## config.mk

```make
export PLATFORM = sky130hd
export DESIGN_NAME = report_engine
export DESIGN_NICKNAME = d
export VERILOG_FILES = /design/src/report_pkg.sv /design/src/cdb_capture.sv /design/src/report_engine.sv
export VERILOG_INCLUDE_DIRS = /design/src /design/src/src
export SDC_FILE = /design/constraint.sdc
export NUM_CORES = 1
export LEC_CHECK = 0
export BUFFER_PORTS_ARGS = -buffer_cell sky130_fd_sc_hd__buf_2
export CAP_MARGIN = 5
export CORE_ASPECT_RATIO = 1.4
export CORE_MARGIN = 2
export CORE_UTILIZATION = 40
export CTS_CLUSTER_SIZE = 14
export DETAILED_ROUTE_END_ITERATION = 8
export PLACE_DENSITY = 0.64
export SLEW_MARGIN = 30
export SYNTH_ARGS = -nofsm -noshare
export SYNTH_HDL_FRONTEND = slang
export SYNTH_SLANG_ARGS = --single-unit
```

## constraint.sdc

```tcl
create_clock -name clk -period 5.5 [get_ports clk]
set_input_delay 0 -clock clk [delete_from_list [all_inputs] [get_ports clk]]
set_output_delay 0 -clock clk [all_outputs]
set_load 0.05 [all_outputs]
```

## src/report_consts.svh

```systemverilog
`ifndef REPORT_CONSTS_SVH
`define REPORT_CONSTS_SVH

// Command descriptor layout, byte positions.
`define CDB_LEN          12
`define CDB_POS_OPCODE   0
`define CDB_POS_SVC      1
`define CDB_POS_LUN      4
`define CDB_POS_ALLOC    6

// Operation codes and service action.
`define OP_IDENT         8'hA3
`define SA_IDENT         5'h05
`define OP_LUNS          8'hA0

// Parameter data sizes in bytes.
`define ID_HDR_LEN       32'h0000_0004
`define LUN_MIN_ALLOC    32'h0000_0010
`define LUN_DATA_LEN     32'h0000_0010
`define LUN_LIST_LEN     32'h0000_0008

// Status and sense codes.
`define STS_GOOD         8'h00
`define STS_CHECK        8'h02
`define KEY_NONE         4'h0
`define KEY_NOT_READY    4'h2
`define KEY_ILLEGAL      4'h5
`define ASC_NONE         8'h00
`define ASC_INV_FIELD    8'h24
`define ASCQ_INV_FIELD   8'h00

`endif

```

## src/report_pkg.sv

```systemverilog
package report_pkg;

   typedef enum logic [1:0] {
      ST_IDLE = 2'b00,
      ST_SEND = 2'b01,
      ST_STAT = 2'b11
   } state_e;

   typedef enum logic [1:0] {
      K_NONE = 2'b00,
      K_ID   = 2'b01,
      K_LUN  = 2'b10
   } kind_e;

endpackage

```

## src/cdb_capture.sv

```systemverilog
`timescale 1ns/1ps
`include "report_consts.svh"

module cdb_capture (
   input  wire logic        clk,
   input  wire logic        rst,
   input  wire logic        cdb_valid,
   input  wire logic [7:0]  cdb_byte,
   input  wire logic        cdb_ready,
   output logic             cdb_done,
   output logic [7:0]       opcode,
   output logic [4:0]       svc_action,
   output logic [15:0]      lun_field,
   output logic [31:0]      alloc_len
);
   import report_pkg::*;

   logic [7:0] bytes_q [`CDB_LEN];
   logic [3:0] cnt_q;
   logic       done_q;

   always_ff @(posedge clk or posedge rst) begin
      if (rst) begin
         cnt_q  <= 4'h0;
         done_q <= 1'b0;
      end else begin
         done_q <= 1'b0;
         if (cdb_valid && cdb_ready) begin
            if (cnt_q == 4'(`CDB_LEN - 1)) begin
               cnt_q  <= 4'h0;
               done_q <= 1'b1;
            end else begin
               cnt_q <= cnt_q + 4'h1;
            end
         end
      end
   end

   // The array holds descriptor bytes only; nothing reads it before a full capture.
   always_ff @(posedge clk) begin
      if (cdb_valid && cdb_ready) begin
         bytes_q[cnt_q] <= cdb_byte;
      end
   end

   // (RL14) big-endian field assembly
   assign opcode     = bytes_q[`CDB_POS_OPCODE];
   assign svc_action = bytes_q[`CDB_POS_SVC][4:0];
   assign lun_field  = {bytes_q[`CDB_POS_LUN], bytes_q[`CDB_POS_LUN + 1]};
   assign alloc_len  = {bytes_q[`CDB_POS_ALLOC], bytes_q[`CDB_POS_ALLOC + 1],
                        bytes_q[`CDB_POS_ALLOC + 2], bytes_q[`CDB_POS_ALLOC + 3]};
   assign cdb_done   = done_q;

endmodule // cdb_capture

```

## src/report_engine.sv

```systemverilog
// Operation
// (RL1) Identifier report command returns identifier data.
// (RL2) Nonzero LUN field gives illegal request.
// (RL3) Short allocation truncates identifier data, no error.
// (RL4) Four-byte length leads, identifier bytes follow.
// (RL5) Reported length is never reduced by truncation.
// (RL6) Length starts zero, set only by set.
// (RL7) Identifier is last set value, persistent.
// (RL8) Same identifier for every initiator and port.
// (RL9) Storage not ready gives not-ready check at once.
// (RL10) LUN list command always accepted, ignores reservations.
// (RL11) LUN list allocation under sixteen is illegal.
// (RL12) LUN list truncated to whole fitting entries.
// (RL13) LUN list: length eight, reserved, LUN zero.
// (RL14) Multi-byte fields are most significant byte first.
// (RL15) Passing commands complete with good status.
`timescale 1ns/1ps
`include "report_consts.svh"

module report_engine #(
   parameter logic [7:0] NR_ASC  = 8'h04,
   parameter logic [7:0] NR_ASCQ = 8'h00
) (
   input  wire logic        clk,
   input  wire logic        rst,
   input  wire logic        cdb_valid,
   input  wire logic [7:0]  cdb_byte,
   output logic             cdb_ready,
   output logic             foreign_cmd,
   input  wire logic        nv_ready,
   input  wire logic [31:0] nv_id_len,
   output logic [31:0]      nv_rd_addr,
   input  wire logic [7:0]  nv_rd_data,
   output logic             dout_valid,
   output logic [7:0]       dout_byte,
   output logic             dout_last,
   input  wire logic        dout_ready,
   output logic             sts_valid,
   output logic [7:0]       sts_code,
   output logic [3:0]       sense_key,
   output logic [7:0]       sense_asc,
   output logic [7:0]       sense_ascq
);
   import report_pkg::*;

   function automatic logic [7:0] msb_byte(input logic [31:0] w, input logic [1:0] k);
      msb_byte = w[8'(31 - 8 * k) -: 8];
   endfunction

   function automatic logic [31:0] clip(input logic [32:0] total, input logic [31:0] alloc);
      clip = (total < {1'b0, alloc}) ? total[31:0] : alloc;
   endfunction

   state_e      state_q;
   kind_e       kind_q;
   logic [31:0] idx_q;
   logic [31:0] xfer_len_q;
   logic [31:0] id_len_q;
   logic [31:0] out_idx_q;
   logic        dout_valid_q;
   logic [7:0]  dout_byte_q;
   logic        dout_last_q;
   logic        foreign_q;
   logic [7:0]  sts_code_q;
   logic [3:0]  key_q;
   logic [7:0]  asc_q;
   logic [7:0]  ascq_q;

   logic        cdb_done;
   logic [7:0]  opcode;
   logic [4:0]  svc_action;
   logic [15:0] lun_field;
   logic [31:0] alloc_len;
   logic        is_id;
   logic        is_lun;
   logic        id_lun_bad;
   logic        lun_alloc_bad;
   logic [31:0] id_xfer;
   logic [31:0] lun_xfer;
   logic        load;
   logic        done_send;
   logic [7:0]  next_byte;

   cdb_capture u_cap (
      .clk        (clk),
      .rst        (rst),
      .cdb_valid  (cdb_valid),
      .cdb_byte   (cdb_byte),
      .cdb_ready  (cdb_ready),
      .cdb_done   (cdb_done),
      .opcode     (opcode),
      .svc_action (svc_action),
      .lun_field  (lun_field),
      .alloc_len  (alloc_len)
   );

   // (RL10) no reservation gating
   assign cdb_ready = (state_q == ST_IDLE) && !cdb_done;

   assign is_id         = (opcode == `OP_IDENT) && (svc_action == `SA_IDENT);
   assign is_lun        = (opcode == `OP_LUNS);
   // (RL2) LUN field check
   assign id_lun_bad    = (lun_field != 16'h0000);
   // (RL11) minimum list allocation
   assign lun_alloc_bad = (alloc_len < `LUN_MIN_ALLOC);
   // (RL3) truncate, no error
   assign id_xfer       = clip({1'b0, nv_id_len} + {1'b0, `ID_HDR_LEN}, alloc_len);
   // (RL12) whole entries that fit
   assign lun_xfer      = clip({1'b0, `LUN_DATA_LEN}, alloc_len);

   assign load      = (state_q == ST_SEND) && (!dout_valid_q || dout_ready)
                      && (idx_q < xfer_len_q);
   assign done_send = dout_valid_q && dout_ready && dout_last_q;

   // (RL8) one store, no port select
   assign nv_rd_addr = idx_q - `ID_HDR_LEN;

   always_comb begin
      next_byte = 8'h00;
      if (kind_q == K_ID) begin
         // (RL1) (RL4) identifier data bytes
         next_byte = (idx_q < `ID_HDR_LEN) ? msb_byte(id_len_q, idx_q[1:0]) : nv_rd_data;
      end else if (idx_q < `ID_HDR_LEN) begin
         // (RL13) list length eight
         next_byte = msb_byte(`LUN_LIST_LEN, idx_q[1:0]);
      end
   end

   always_ff @(posedge clk or posedge rst) begin
      if (rst) begin
         state_q    <= ST_IDLE;
         kind_q     <= K_NONE;
         idx_q      <= 32'h0000_0000;
         xfer_len_q <= 32'h0000_0000;
         id_len_q   <= 32'h0000_0000;
      end else begin
         unique case (state_q)
            ST_IDLE: begin
               idx_q <= 32'h0000_0000;
               if (cdb_done && is_id) begin
                  kind_q <= K_ID;
                  if (id_lun_bad || !nv_ready) begin
                     state_q <= ST_STAT;
                  end else begin
                     // (RL5) (RL6) (RL7) stored length kept
                     id_len_q   <= nv_id_len;
                     xfer_len_q <= id_xfer;
                     state_q    <= (id_xfer == 32'h0000_0000) ? ST_STAT : ST_SEND;
                  end
               end else if (cdb_done && is_lun) begin
                  kind_q     <= K_LUN;
                  xfer_len_q <= lun_xfer;
                  state_q    <= lun_alloc_bad ? ST_STAT : ST_SEND;
               end
            end
            ST_SEND: begin
               if (load) begin
                  idx_q <= idx_q + 32'h0000_0001;
               end
               if (done_send) begin
                  state_q <= ST_STAT;
               end
            end
            ST_STAT: begin
               state_q <= ST_IDLE;
            end
         endcase
      end
   end

   always_ff @(posedge clk or posedge rst) begin
      if (rst) begin
         dout_valid_q <= 1'b0;
         dout_byte_q  <= 8'h00;
         dout_last_q  <= 1'b0;
         out_idx_q    <= 32'h0000_0000;
      end else if (load) begin
         dout_valid_q <= 1'b1;
         dout_byte_q  <= next_byte;
         dout_last_q  <= (idx_q == xfer_len_q - 32'h0000_0001);
         out_idx_q    <= idx_q;
      end else if (dout_ready) begin
         dout_valid_q <= 1'b0;
         dout_last_q  <= 1'b0;
      end
   end

   // Status is latched at decode; sending never alters it.
   always_ff @(posedge clk or posedge rst) begin
      if (rst) begin
         sts_code_q <= `STS_GOOD;
         key_q      <= `KEY_NONE;
         asc_q      <= `ASC_NONE;
         ascq_q     <= `ASC_NONE;
      end else if (state_q == ST_IDLE && cdb_done) begin
         sts_code_q <= `STS_GOOD;
         key_q      <= `KEY_NONE;
         asc_q      <= `ASC_NONE;
         ascq_q     <= `ASC_NONE;
         if ((is_id && id_lun_bad) || (is_lun && lun_alloc_bad)) begin
            sts_code_q <= `STS_CHECK;
            key_q      <= `KEY_ILLEGAL;
            asc_q      <= `ASC_INV_FIELD;
            ascq_q     <= `ASCQ_INV_FIELD;
         end else if (is_id && !nv_ready) begin
            // (RL9) not ready, no wait
            sts_code_q <= `STS_CHECK;
            key_q      <= `KEY_NOT_READY;
            asc_q      <= NR_ASC;
            ascq_q     <= NR_ASCQ;
         end
      end
   end

   always_ff @(posedge clk or posedge rst) begin
      if (rst) begin
         foreign_q <= 1'b0;
      end else begin
         foreign_q <= (state_q == ST_IDLE) && cdb_done && !is_id && !is_lun;
      end
   end

   assign foreign_cmd = foreign_q;
   assign dout_valid  = dout_valid_q;
   assign dout_byte   = dout_byte_q;
   assign dout_last   = dout_last_q;
   // (RL15) status phase
   assign sts_valid   = (state_q == ST_STAT);
   assign sts_code    = sts_code_q;
   assign sense_key   = key_q;
   assign sense_asc   = asc_q;
   assign sense_ascq  = ascq_q;
endmodule // report_engine

```

==> metrics.csv, run 1 <==
stage,metric,value,unit
outcome,status,finished clean,
setup_path,crit_cells,18,
global_route,grt_pass1_vias,9865,
timing,setup_tns,0,ns
pwr,seq_power_share,47.6,%
drt,route.detailed.drc,0,
cts,cts_buffer_depth,2,
synth,ys_types,71,
finish,instances_no_fill,1783,
setup_path,end_kind,register,
setup_path,critPathKind,in2reg,
die,ioPinCount,126,
setup_path,cp_cell_sequence,dlygate4sd3_1 > buf_2 > ha_1 > inv_1 > nor4_1 > nand3_1 > nor2_1 > xor2_1 > ha_1 > nand4_1 > nor4_1 > and3_1 > a221o_1 > nor3_2 > buf_4 > mux2_2 > a32oi_1 > o21ai_0,
setup_path,path_max_fanout,26,
cts,cts_buffers,17,
synth,ys_seq_area_share,39.6,%
timing,tightest_slew,0.861,ns
setup_path,cp_num_buf_inv,4,
setup_path,cp-start-kind,input pin,
drt,dr.pass1.iters,5,
timing,slew_viol_final,0,
cts,clock-root-buffer,clkbuf_16,
setup_path,r2r_cells,8,
setup_path,worst_ep_arrival_time,4.76,ns
timing,max_freq,225,MHz
die,core,29900,µm²
global_route,grt_antenna_before_repair,1,
drt,drt_iter0_drc,749,
pwr,p_sw_share,30.3,%
worst_hold_path,hold_path_depth,4,
drt,wirelength,35.3,mm
die,dieWidth,151,µm
global_route,grt_max_degree,64,
timing,rsz0062_at_grt,no,
worst_hold_path,holdCritPathClass,in2reg,
job,drv_cap,0,
synth,avgSynthCellArea,9.47,µm²
synth,synth_cells,1281,
cts,holdBufCountCts,49,
die,die_area,31800,µm²
cts,post_cts_resized,0,
pwr,vdd_drop_max,0.000321,V
finish,syn_to_final_growth,14.7,%
synth,ys_warn_count,0,
die,dieHeight,210,µm
pwr,p_sw,964,µW
synth,synth-edff-count,61,
cts,h-tree-depth,4,
setup_path,critPathSlowestCell,nor4_1,
synth,async_flop_share,66.1,%
setup_path,path_delay_family,simple AND/OR/NAND/NOR gates,
pwr,p_clk_share,37.4,%
timing,post-route-period-util,80.8,%
setup_path,crit_required,5.82,ns
setup_path,max_stage_delay,0.58,ns
drt,via_per_inst,5.68,
place,portBuffers,103,
synth,synth_ff_type,dfrtp_1,
drt,wl_per_cell,19.8,µm
cts,clk_pin_slew,0.07,ns
cts,clock-sinks,180,
place,hpwl,26.7,mm
pwr,p_per_area,228,nW/µm²
timing,skew,0.0114,ns
place,finalWeightedCongestion,0.974,
drt,met3WireLength,1.28,mm
global_route,grt_use_total,22.8,%
drt,vias,10123,
finish,finalNetCount,1509,
synth,synthesis.area,12100,µm²
synth,ys_seq_elements,180,
die,row_count,75,
global_route,grt_overflow,0,
timing,period_needed,4.44,ns
cts,cts_setup_buffers,0,
pwr,intPower,2210,µW
cts,cts_tree,yes,
pwr,power_frac_comb,14.9,%
drt,wl_met1,14.3,mm
place,dp_cells,1701,
drt,top_layer,met4,
cts,clk_latency,0.44,ns
die,initial_core_util,40.5,%
pwr,power_leakage,0.00598,µW
timing,setup_viol,0,
drt,dr_wl_met2,18.1,mm
drt,ant_nets,0,
global_route,grt_pass1_wl,55.7,mm
finish,drive_gt1_share,14.7,%
timing,relSlewSlack,42.1,%
timing,report.final.hold_viol_count,0,
-- worst min-delay path, cell delays in order --
cell     delay [ns]
buf_2          0.08
mux2i_1        0.06
o22ai_1        0.13
mux2_2         0.16
-- power groups by stage --
stage	logic (µW)	registers (µW)	clock network, µW
2_1_floorplan	319	1540	0
3_3_place_gp	438	1540	0
3_5_place_dp	447	1540	0
4_1_cts	475	1510	1210
5_1_grt	518	1520	1260
6_report	475	1510	1190
-- registers in the layout, indices dropped and copies added (netlist names), 4 cells and up --
register and flops:
idx_q 32, u_cap.cnt_q 4, xfer_len_q 32, dout_byte 8, u_cap.bytes_q 61, id_len_q 32
-- cells by family (layout without fill, tap and decap cells) --
kind of cell	after synthesis	count (layout)	share of synthesized area, %
multiplexers	90	90	8.60
XOR/XNOR	91	91	6.57
adder cells (fa/ha/maj)	72	72	7.43
buffers and inverters	188	283	6.75
other	1	23	0.0309
AND/OR/NAND/NOR	450	450	19.9
flip-flops	180	180	39.6
AO/OA/AOI/OAI	209	209	11.1
-- synth_stat cells (all sizes together) (8+ instances only) --
master,count,area [µm²]
nand2,121,454
dfrtp,119,2980
inv,88,330
ha,72,901
clkbuf,64,240
nor2,62,233
edfxtp,61,1830
o21ai,61,305
xnor2,59,517
mux2i,48,480
a21oi,44,220
buf,36,248
nor4,35,225
mux2,34,383
nand4,34,213
nand3,33,165
o31ai,33,248
nor3,32,160
xor2,32,280
or4,30,225
and3,21,131
nand2b,14,87.6
and2,13,81.3
a21o,12,90.1
and4,11,96.3
or3,11,70.1
mux4,8,180
-- stage by stage --
stage / util, % / hold WS (ns) / instance area [µm²] / power [µW] / setup slack [ns]
2_1_floorplan: - / 0.0989 / 12200 / 1860 / 1.49
3_3_place_gp: 42.9 / 0.188 / 12800 / 1980 / 1.36
3_5_place_dp: 42.9 / 0.190 / 12800 / 1990 / 1.27
4_1_cts: 46.4 / 0.0138 / 13900 / 3200 / 1.18
5_1_grt: 46.5 / 0.0529 / 13900 / 3300 / 0.724
6_report: 46.5 / 0.0250 / 13900 / 3180 / 1.06
-- layout make-up --
type	instances	area [µm²]
Clock inverter	14	136
Inverter	88	333
Multi-Input combinational cell	934	6620
Clock buffer	18	429
Sequential cell	180	4810
Antenna cell	1	2.50
Tap cell	385	482
Timing Repair Buffer	163	1100
Fill cell	2839	16000
-- per-layer routing --
metal | vias up | GRT usage, %
met2 | 306 | 39.6
met5 | - | 0
li1 | 4818 | -
met3 | 79 | 2.97
met1 | 4920 | 27.8
met4 | 0 | 10.9
-- layout by cell type, fill, tap and decap left out, drive strengths merged, types with 6 or more instances in the layout --
cell         instances
nor3b                6
ha                  72
and3                21
or4                 30
buf                114
inv                 97
a31oi                6
a21oi               44
mux4                 8
a211oi               6
nand3               33
and4                11
nor4                35
and2                13
edfxtp              61
a21o                12
nand2b              14
nor3                32
mux2i               48
or3                 11
xnor2               59
nor2                62
nand4               34
dlygate4sd3         49
nand2              121
conb                22
mux2                34
clkbuf              18
xor2                32
o21ai               61
o31ai               33
dfrtp              119
-- worst paths after layout --
kind                       slack (ns)                          to             startpoint
max                              1.06   xfer_len_q[0]$_DFFE_PP0P_           nv_id_len[3]
min                              0.03    dout_byte[3]$_DFFE_PP0P_          nv_rd_data[3]
max reg2reg                      1.77    dout_byte[3]$_DFFE_PP0P_   idx_q[8]$_DFFE_PP0P_
min reg2reg                      0.48       kind_q[0]$_DFFE_PP0P_  kind_q[0]$_DFFE_PP0P_
max in group asynchronous        3.93    id_len_q[22]$_DFFE_PP0P_                    rst
min in group asynchronous        0.24  u_cap.cnt_q[0]$_DFFE_PP0P_                    rst
Power figures use the tool's default switching activity.
==> inputs of run 2 (changes only) <==
--- a/config.mk
+++ b/config.mk
@@ -13,7 +13,7 @@
 export CORE_UTILIZATION = 40
 export CTS_CLUSTER_SIZE = 14
 export DETAILED_ROUTE_END_ITERATION = 8
-export PLACE_DENSITY = 0.64
+export PLACE_DENSITY = 0.66
 export SLEW_MARGIN = 30
 export SYNTH_ARGS = -nofsm -noshare
 export SYNTH_HDL_FRONTEND = slang
==> constraint.sdc (replaced) <==
create_clock -name clk -period 4.05 [get_ports clk]
set_input_delay 0 -clock clk [delete_from_list [all_inputs] [get_ports clk]]
set_output_delay 0 -clock clk [all_outputs]
set_load 0.05 [all_outputs]
==> metrics.csv, run 2 (same netlist as run 1, synthesis figures left out) <==
stage,metric,value,unit
drt,wl_per_cell,19.6,µm
finish,fill_cells,2758,
setup_path,worst_ep_arrival_time,4.24,ns
worst_hold_path,holdCritPathClass,in2reg,
place,hpwl,27.1,mm
global_route,grt_use_total,23.0,%
drt,wirelength,35.7,mm
cts,clock-sinks,180,
drt,ant_nets,0,
place,placed_cell_area,13100,µm²
finish,drive_gt1_share,17.7,%
timing,slew_viol_final,0,
drt,via_per_inst,5.68,
cts,h-tree-depth,4,
die,row_count,75,
timing,tightest_slew,0.803,ns
place,finalWeightedCongestion,0.922,
cts,clock-root-buffer,clkbuf_16,
finish,final_cell_mix,"nand2_1 (121), dfrtp_1 (119), buf_2 (103)",
cts,clk_latency,0.44,ns
timing,setup_viol,0,
outcome,status,finished clean,
finish,diodes,0,
setup_path,r2r_cells,8,
die,ioPinCount,126,
drt,vias,10375,
setup_path,end_kind,register,
job,drv_cap,0,
pwr,power_leakage,0.00624,µW
setup_path,critPathKind,in2reg,
place,portBuffers,103,
pwr,vdd_drop_max,0.000353,V
drt,dr.pass1.iters,7,
die,dieHeight,210,µm
place,dp_cells,1742,
setup_path,r2r_slack,0.49,ns
global_route,grt_overflow,0,
finish,finalNetCount,1552,
drt,route.detailed.drc,0,
die,dieWidth,151,µm
setup_path,crit_required,4.36,ns
global_route,grt_antenna_before_repair,0,
die,initial_core_util,40.5,%
setup_path,cp-start-kind,input pin,
finish,largest_register_ffs,61,
finish,final_common_cell,nand2_1,
timing,skew,0.00842,ns
drt,drt_iter0_drc,690,
timing,report.final.hold_viol_count,0,
worst_hold_path,hold_path_depth,3,
setup_path,path_max_fanout,12,
finish,instances_no_fill,1825,
cts,cts_buffer_depth,2,
finish,syn_to_final_growth,17.9,%
timing,max_freq,255,MHz
timing,relSlewSlack,46.5,%
die,core,29900,µm²
finish,final_area,14300,µm²
cts,cts_buffers,17,
timing,period_needed,3.93,ns
cts,clk_pin_slew,0.08,ns
global_route,grt_max_degree,56,
die,die_area,31800,µm²
cts,cts_tree,yes,
pwr,p_per_area,307,nW/µm²
global_route,grt_pass1_vias,10158,
finish,regMostFlops,u_cap.bytes_q,
timing,post-route-period-util,97.0,%
global_route,grt_pass1_wl,55.9,mm
## run 2: cell types whose count changed in the layout (fill, tap and decap cells not counted), sizes merged
cell         previous run  this run
clkbuf                 18        17
diode                   1         0
clkinvlp                2         0
buf                   114       156
dlygate4sd3            49        50
clkinv                  3         6
## run 2: final cells by class
cell class              instances  area [µm²]  area share [%]
multi-input cells             934        6660            46.6
clock inverters                15         174            1.22
inverters                      88         333            2.33
well taps                     385         482            3.37
repair buffers                206        1420            9.93
clock buffers                  17         425            2.97
flip-flops and latches        180        4810            33.6
## run 2: path summary, 6_finish.rpt
check	startpoint	end
min reg2reg	sense_key[1]$_DFFE_PP0P_	sense_key[1]$_DFFE_PP0P_
max reg2reg	idx_q[7]$_DFFE_PP0P_	dout_byte[6]$_DFFE_PP0P_
min in group asynchronous	rst	foreign_cmd$_DFF_PP0_
max	nv_id_len[4]	xfer_len_q[0]$_DFFE_PP0P_
max in group asynchronous	rst	id_len_q[19]$_DFFE_PP0P_
min	nv_id_len[2]	id_len_q[2]$_DFFE_PP0P_
## run 2: routing by layer
layer,track usage (%),part of all wire [%]
met1,27.4,40
met2,40.8,52
met3,2.94,3.9
met4,10.3,4.7
met5,0,0
## run 2: power breakdown
group / internal [µW] / leakage [µW] / total (µW) / switching [µW]
combinational: 221 / 0.00374 / 662 / 440
sequential: 1980 / 0.00220 / 2050 / 72.5
clock: 840 / 0.000295 / 1680 / 839
total: 3040 / 0.00624 / 4390 / 1350
## run 2: per-stage QoR
| step | total power, µW | setup WS [ns] | utilization [%] | hold slack, ns | TNS (ns) |
|---|---|---|---|---|---|
| floorplan | 2520 | 0.0441 | - | 0.0989 | 0 |
| CTS | 4400 | 0.121 | 47.6 | 0.0145 | 0 |
| global placement | 2690 | 0.226 | 43.9 | 0.176 | 0 |
| detailed placement | 2700 | 0.206 | 43.9 | 0.185 | 0 |
| finish | 4390 | 0.121 | 47.8 | 0.0363 | 0 |
| global route | 4570 | -0.0842 | 47.8 | 0.0589 | -0.157 |
## run 2: critical path, cell delays in order
cell and delay [ns]:
dlygate4sd3_1 0.53, buf_2 0.16, nand4_1 0.27, nor2_2 0.30, nand2_1 0.15, or4_1 0.48, xnor2_2 0.23, ha_1 0.29
nand3_1 0.16, nor4_2 0.09, and3_1 0.18, a221o_1 0.33, nor3_4 0.25, buf_6 0.20, mux2_2 0.34, a32oi_1 0.16
o21ai_0 0.09
## run 2: timing repair
| action | CTS | global route |
|---|---|---|
| hold endpoints to repair | 161 | 0 |
| buffers inserted | 0 | 1 |
| setup endpoints to repair | 0 | 30 |
| gates resized for setup | 0 | 12 |
| hold buffers | 50 | 0 |
==> inputs of run 3 (changes only) <==
--- a/config.mk
+++ b/config.mk
@@ -6,14 +6,13 @@
 export SDC_FILE = /design/constraint.sdc
 export NUM_CORES = 1
 export LEC_CHECK = 0
-export BUFFER_PORTS_ARGS = -buffer_cell sky130_fd_sc_hd__buf_2
 export CAP_MARGIN = 5
 export CORE_ASPECT_RATIO = 1.4
 export CORE_MARGIN = 2
 export CORE_UTILIZATION = 40
 export CTS_CLUSTER_SIZE = 14
 export DETAILED_ROUTE_END_ITERATION = 8
-export PLACE_DENSITY = 0.66
+export DONT_BUFFER_PORTS = 1
 export SLEW_MARGIN = 30
 export SYNTH_ARGS = -nofsm -noshare
 export SYNTH_HDL_FRONTEND = slang
==> metrics.csv, run 3 (same netlist as run 1, synthesis figures left out) <==
stage,metric,value,unit
outcome,status,finished clean,
drt,drt_iter0_drc,574,
timing,rsz0062_at_grt,no,
worst_hold_path,holdCritPathClass,in2reg,
timing,skew,0.00984,ns
cts,cts_setup_buffers,0,
finish,final_cell_mix,"nand2_1 (121), dfrtp_1 (119), inv_1 (87)",
die,row_count,75,
setup_path,r2r_cells,8,
place,finalWeightedCongestion,0.914,
pwr,power_leakage,0.00587,µW
finish,syn_to_final_growth,14.2,%
finish,fin_util,46.3,%
die,core,29900,µm²
pwr,fin_total_pwr,4260,µW
cts,post_cts_resized,0,
global_route,grt_overflow,0,
drt,via_per_inst,5.68,
drt,route.detailed.drc,0,
global_route,grt_pass1_wl,55.0,mm
finish,final_common_cell,nand2_1,
drt,vias,9852,
timing,period_needed,3.75,ns
setup_path,path_max_fanout,28,
setup_path,end_kind,register,
global_route,grt_max_degree,62,
die,ioPinCount,126,
worst_hold_path,hold_path_depth,4,
timing,post-route-period-util,92.7,%
setup_path,r2r_start,idx_q[7]$_DFFE_PP0P_,
finish,drive_gt1_share,11.8,%
job,drv_cap,0,
setup_path,r2r_slack,0.38,ns
setup_path,critPathKind,in2reg,
setup_path,r2r-end,dout_byte[3]$_DFFE_PP0P_,
finish,finalNetCount,1461,
global_route,grt_pass1_vias,9717,
cts,cts_buffer_depth,2,
cts,clk_pin_slew,0.07,ns
drt,dr.pass1.iters,5,
cts,clock-sinks,180,
setup_path,crit_end,xfer_len_q[0]$_DFFE_PP0P_,
finish,regMostFlops,u_cap.bytes_q,
die,dieHeight,210,µm
global_route,grt_antenna_before_repair,1,
drt,wirelength,35.3,mm
drt,ant_nets,0,
setup_path,crit_required,4.36,ns
timing,report.final.hold_viol_count,0,
cts,holdBufCountCts,52,
die,dieWidth,151,µm
drt,wl_per_cell,20.4,µm
place,hpwl,26.9,mm
timing,setup_viol,0,
global_route,grt_use_total,22.7,%
timing,max_freq,266,MHz
place,dp_cells,1650,
pwr,vdd_drop_max,0.000353,V
die,initial_core_util,40.5,%
finish,largest_register_ffs,61,
pwr,p_per_area,308,nW/µm²
setup_path,cp-start-kind,input pin,
place,portBuffers,0,
timing,setup_tns,0,ns
setup_path,worst_ep_arrival_time,4.07,ns
cts,cts_tree,yes,
cts,clock-root-buffer,clkbuf_16,
cts,cts_buffers,17,
die,die_area,31800,µm²
cts,h-tree-depth,4,
finish,instances_no_fill,1735,
timing,slew_viol_final,0,
timing,relSlewSlack,33.9,%
setup_path,crit_start,nv_id_len[26],
timing,tightest_slew,0.988,ns
cts,clk_latency,0.44,ns
[run 3: cell count changes in the layout (fill, tap and decap cells not counted), moves of 3 or more]
cell	delta
buf_2	-103
nor4_1	+3
clkinvlp_4	+4
buf_4	+11
[run 3: per-stage QoR]
step	hold slack, ns	cell area, µm²	setup slack [ns]
floorplan	0.0989	12200	0.0441
global placement	-0.0360	12700	0.395
detailed placement	-0.0361	12800	0.359
CTS	0.0115	13800	0.302
global route	0.0213	13900	0.0634
finish	0.00797	13900	0.295
[run 3: where the power goes]
group | switching [µW] | internal (µW)
logic | 369 | 192
registers | 109 | 1980
clock network | 798 | 819
total | 1280 | 2990
[run 3: worst min-delay path by stage]
stage                       start  slack [ns]                       endpoint
floorplan             cdb_byte[0]         0.1  u_cap.bytes_q[0][0]$_DFFE_PP_
global placement              rst       -0.04       sense_key[0]$_DFFE_PP0P_
detailed placement            rst       -0.04       sense_key[0]$_DFFE_PP0P_
CTS                 nv_id_len[27]        0.01         state_q[1]$_DFFE_PP0P_
global route        nv_id_len[29]        0.02     xfer_len_q[29]$_DFFE_PP0P_
finish              nv_id_len[26]       0.008         state_q[1]$_DFFE_PP0P_
[run 3: critical path: stages]
cell and delay, ns:
dlygate4sd3_1 0.57, inv_1 0.08, nor2_1 0.22, nand4_1 0.19
or4_1 0.55, xnor2_1 0.34, ha_1 0.32, nand3_1 0.14
nor4_1 0.10, and3_1 0.19, a221o_1 0.30, nor3_2 0.21
buf_12 0.25, mux2_2 0.36, a32oi_1 0.15, o21ai_0 0.09
[run 3: area by class of cell]
| type | count | area (µm²) |
|---|---|---|
| Sequential cell | 180 | 4810 |
| Multi-Input combinational cell | 934 | 6650 |
| Antenna cell | 1 | 2.50 |
| Clock inverter | 14 | 144 |
| Clock buffer | 18 | 429 |
| Timing Repair Buffer | 115 | 1010 |
| Inverter | 88 | 333 |
| Fill cell | 2831 | 16100 |
| Tap cell | 385 | 482 |
[run 3: routing by layer]
layer / vias up / GRT usage [%] / routed length, µm
met5: - / 0 / 0
met4: 0 / 8.64 / 1280
met3: 64 / 3.14 / 1240
met2: 229 / 40.9 / 18600
met1: 4844 / 27.1 / 14300
li1: 4715 / - / -
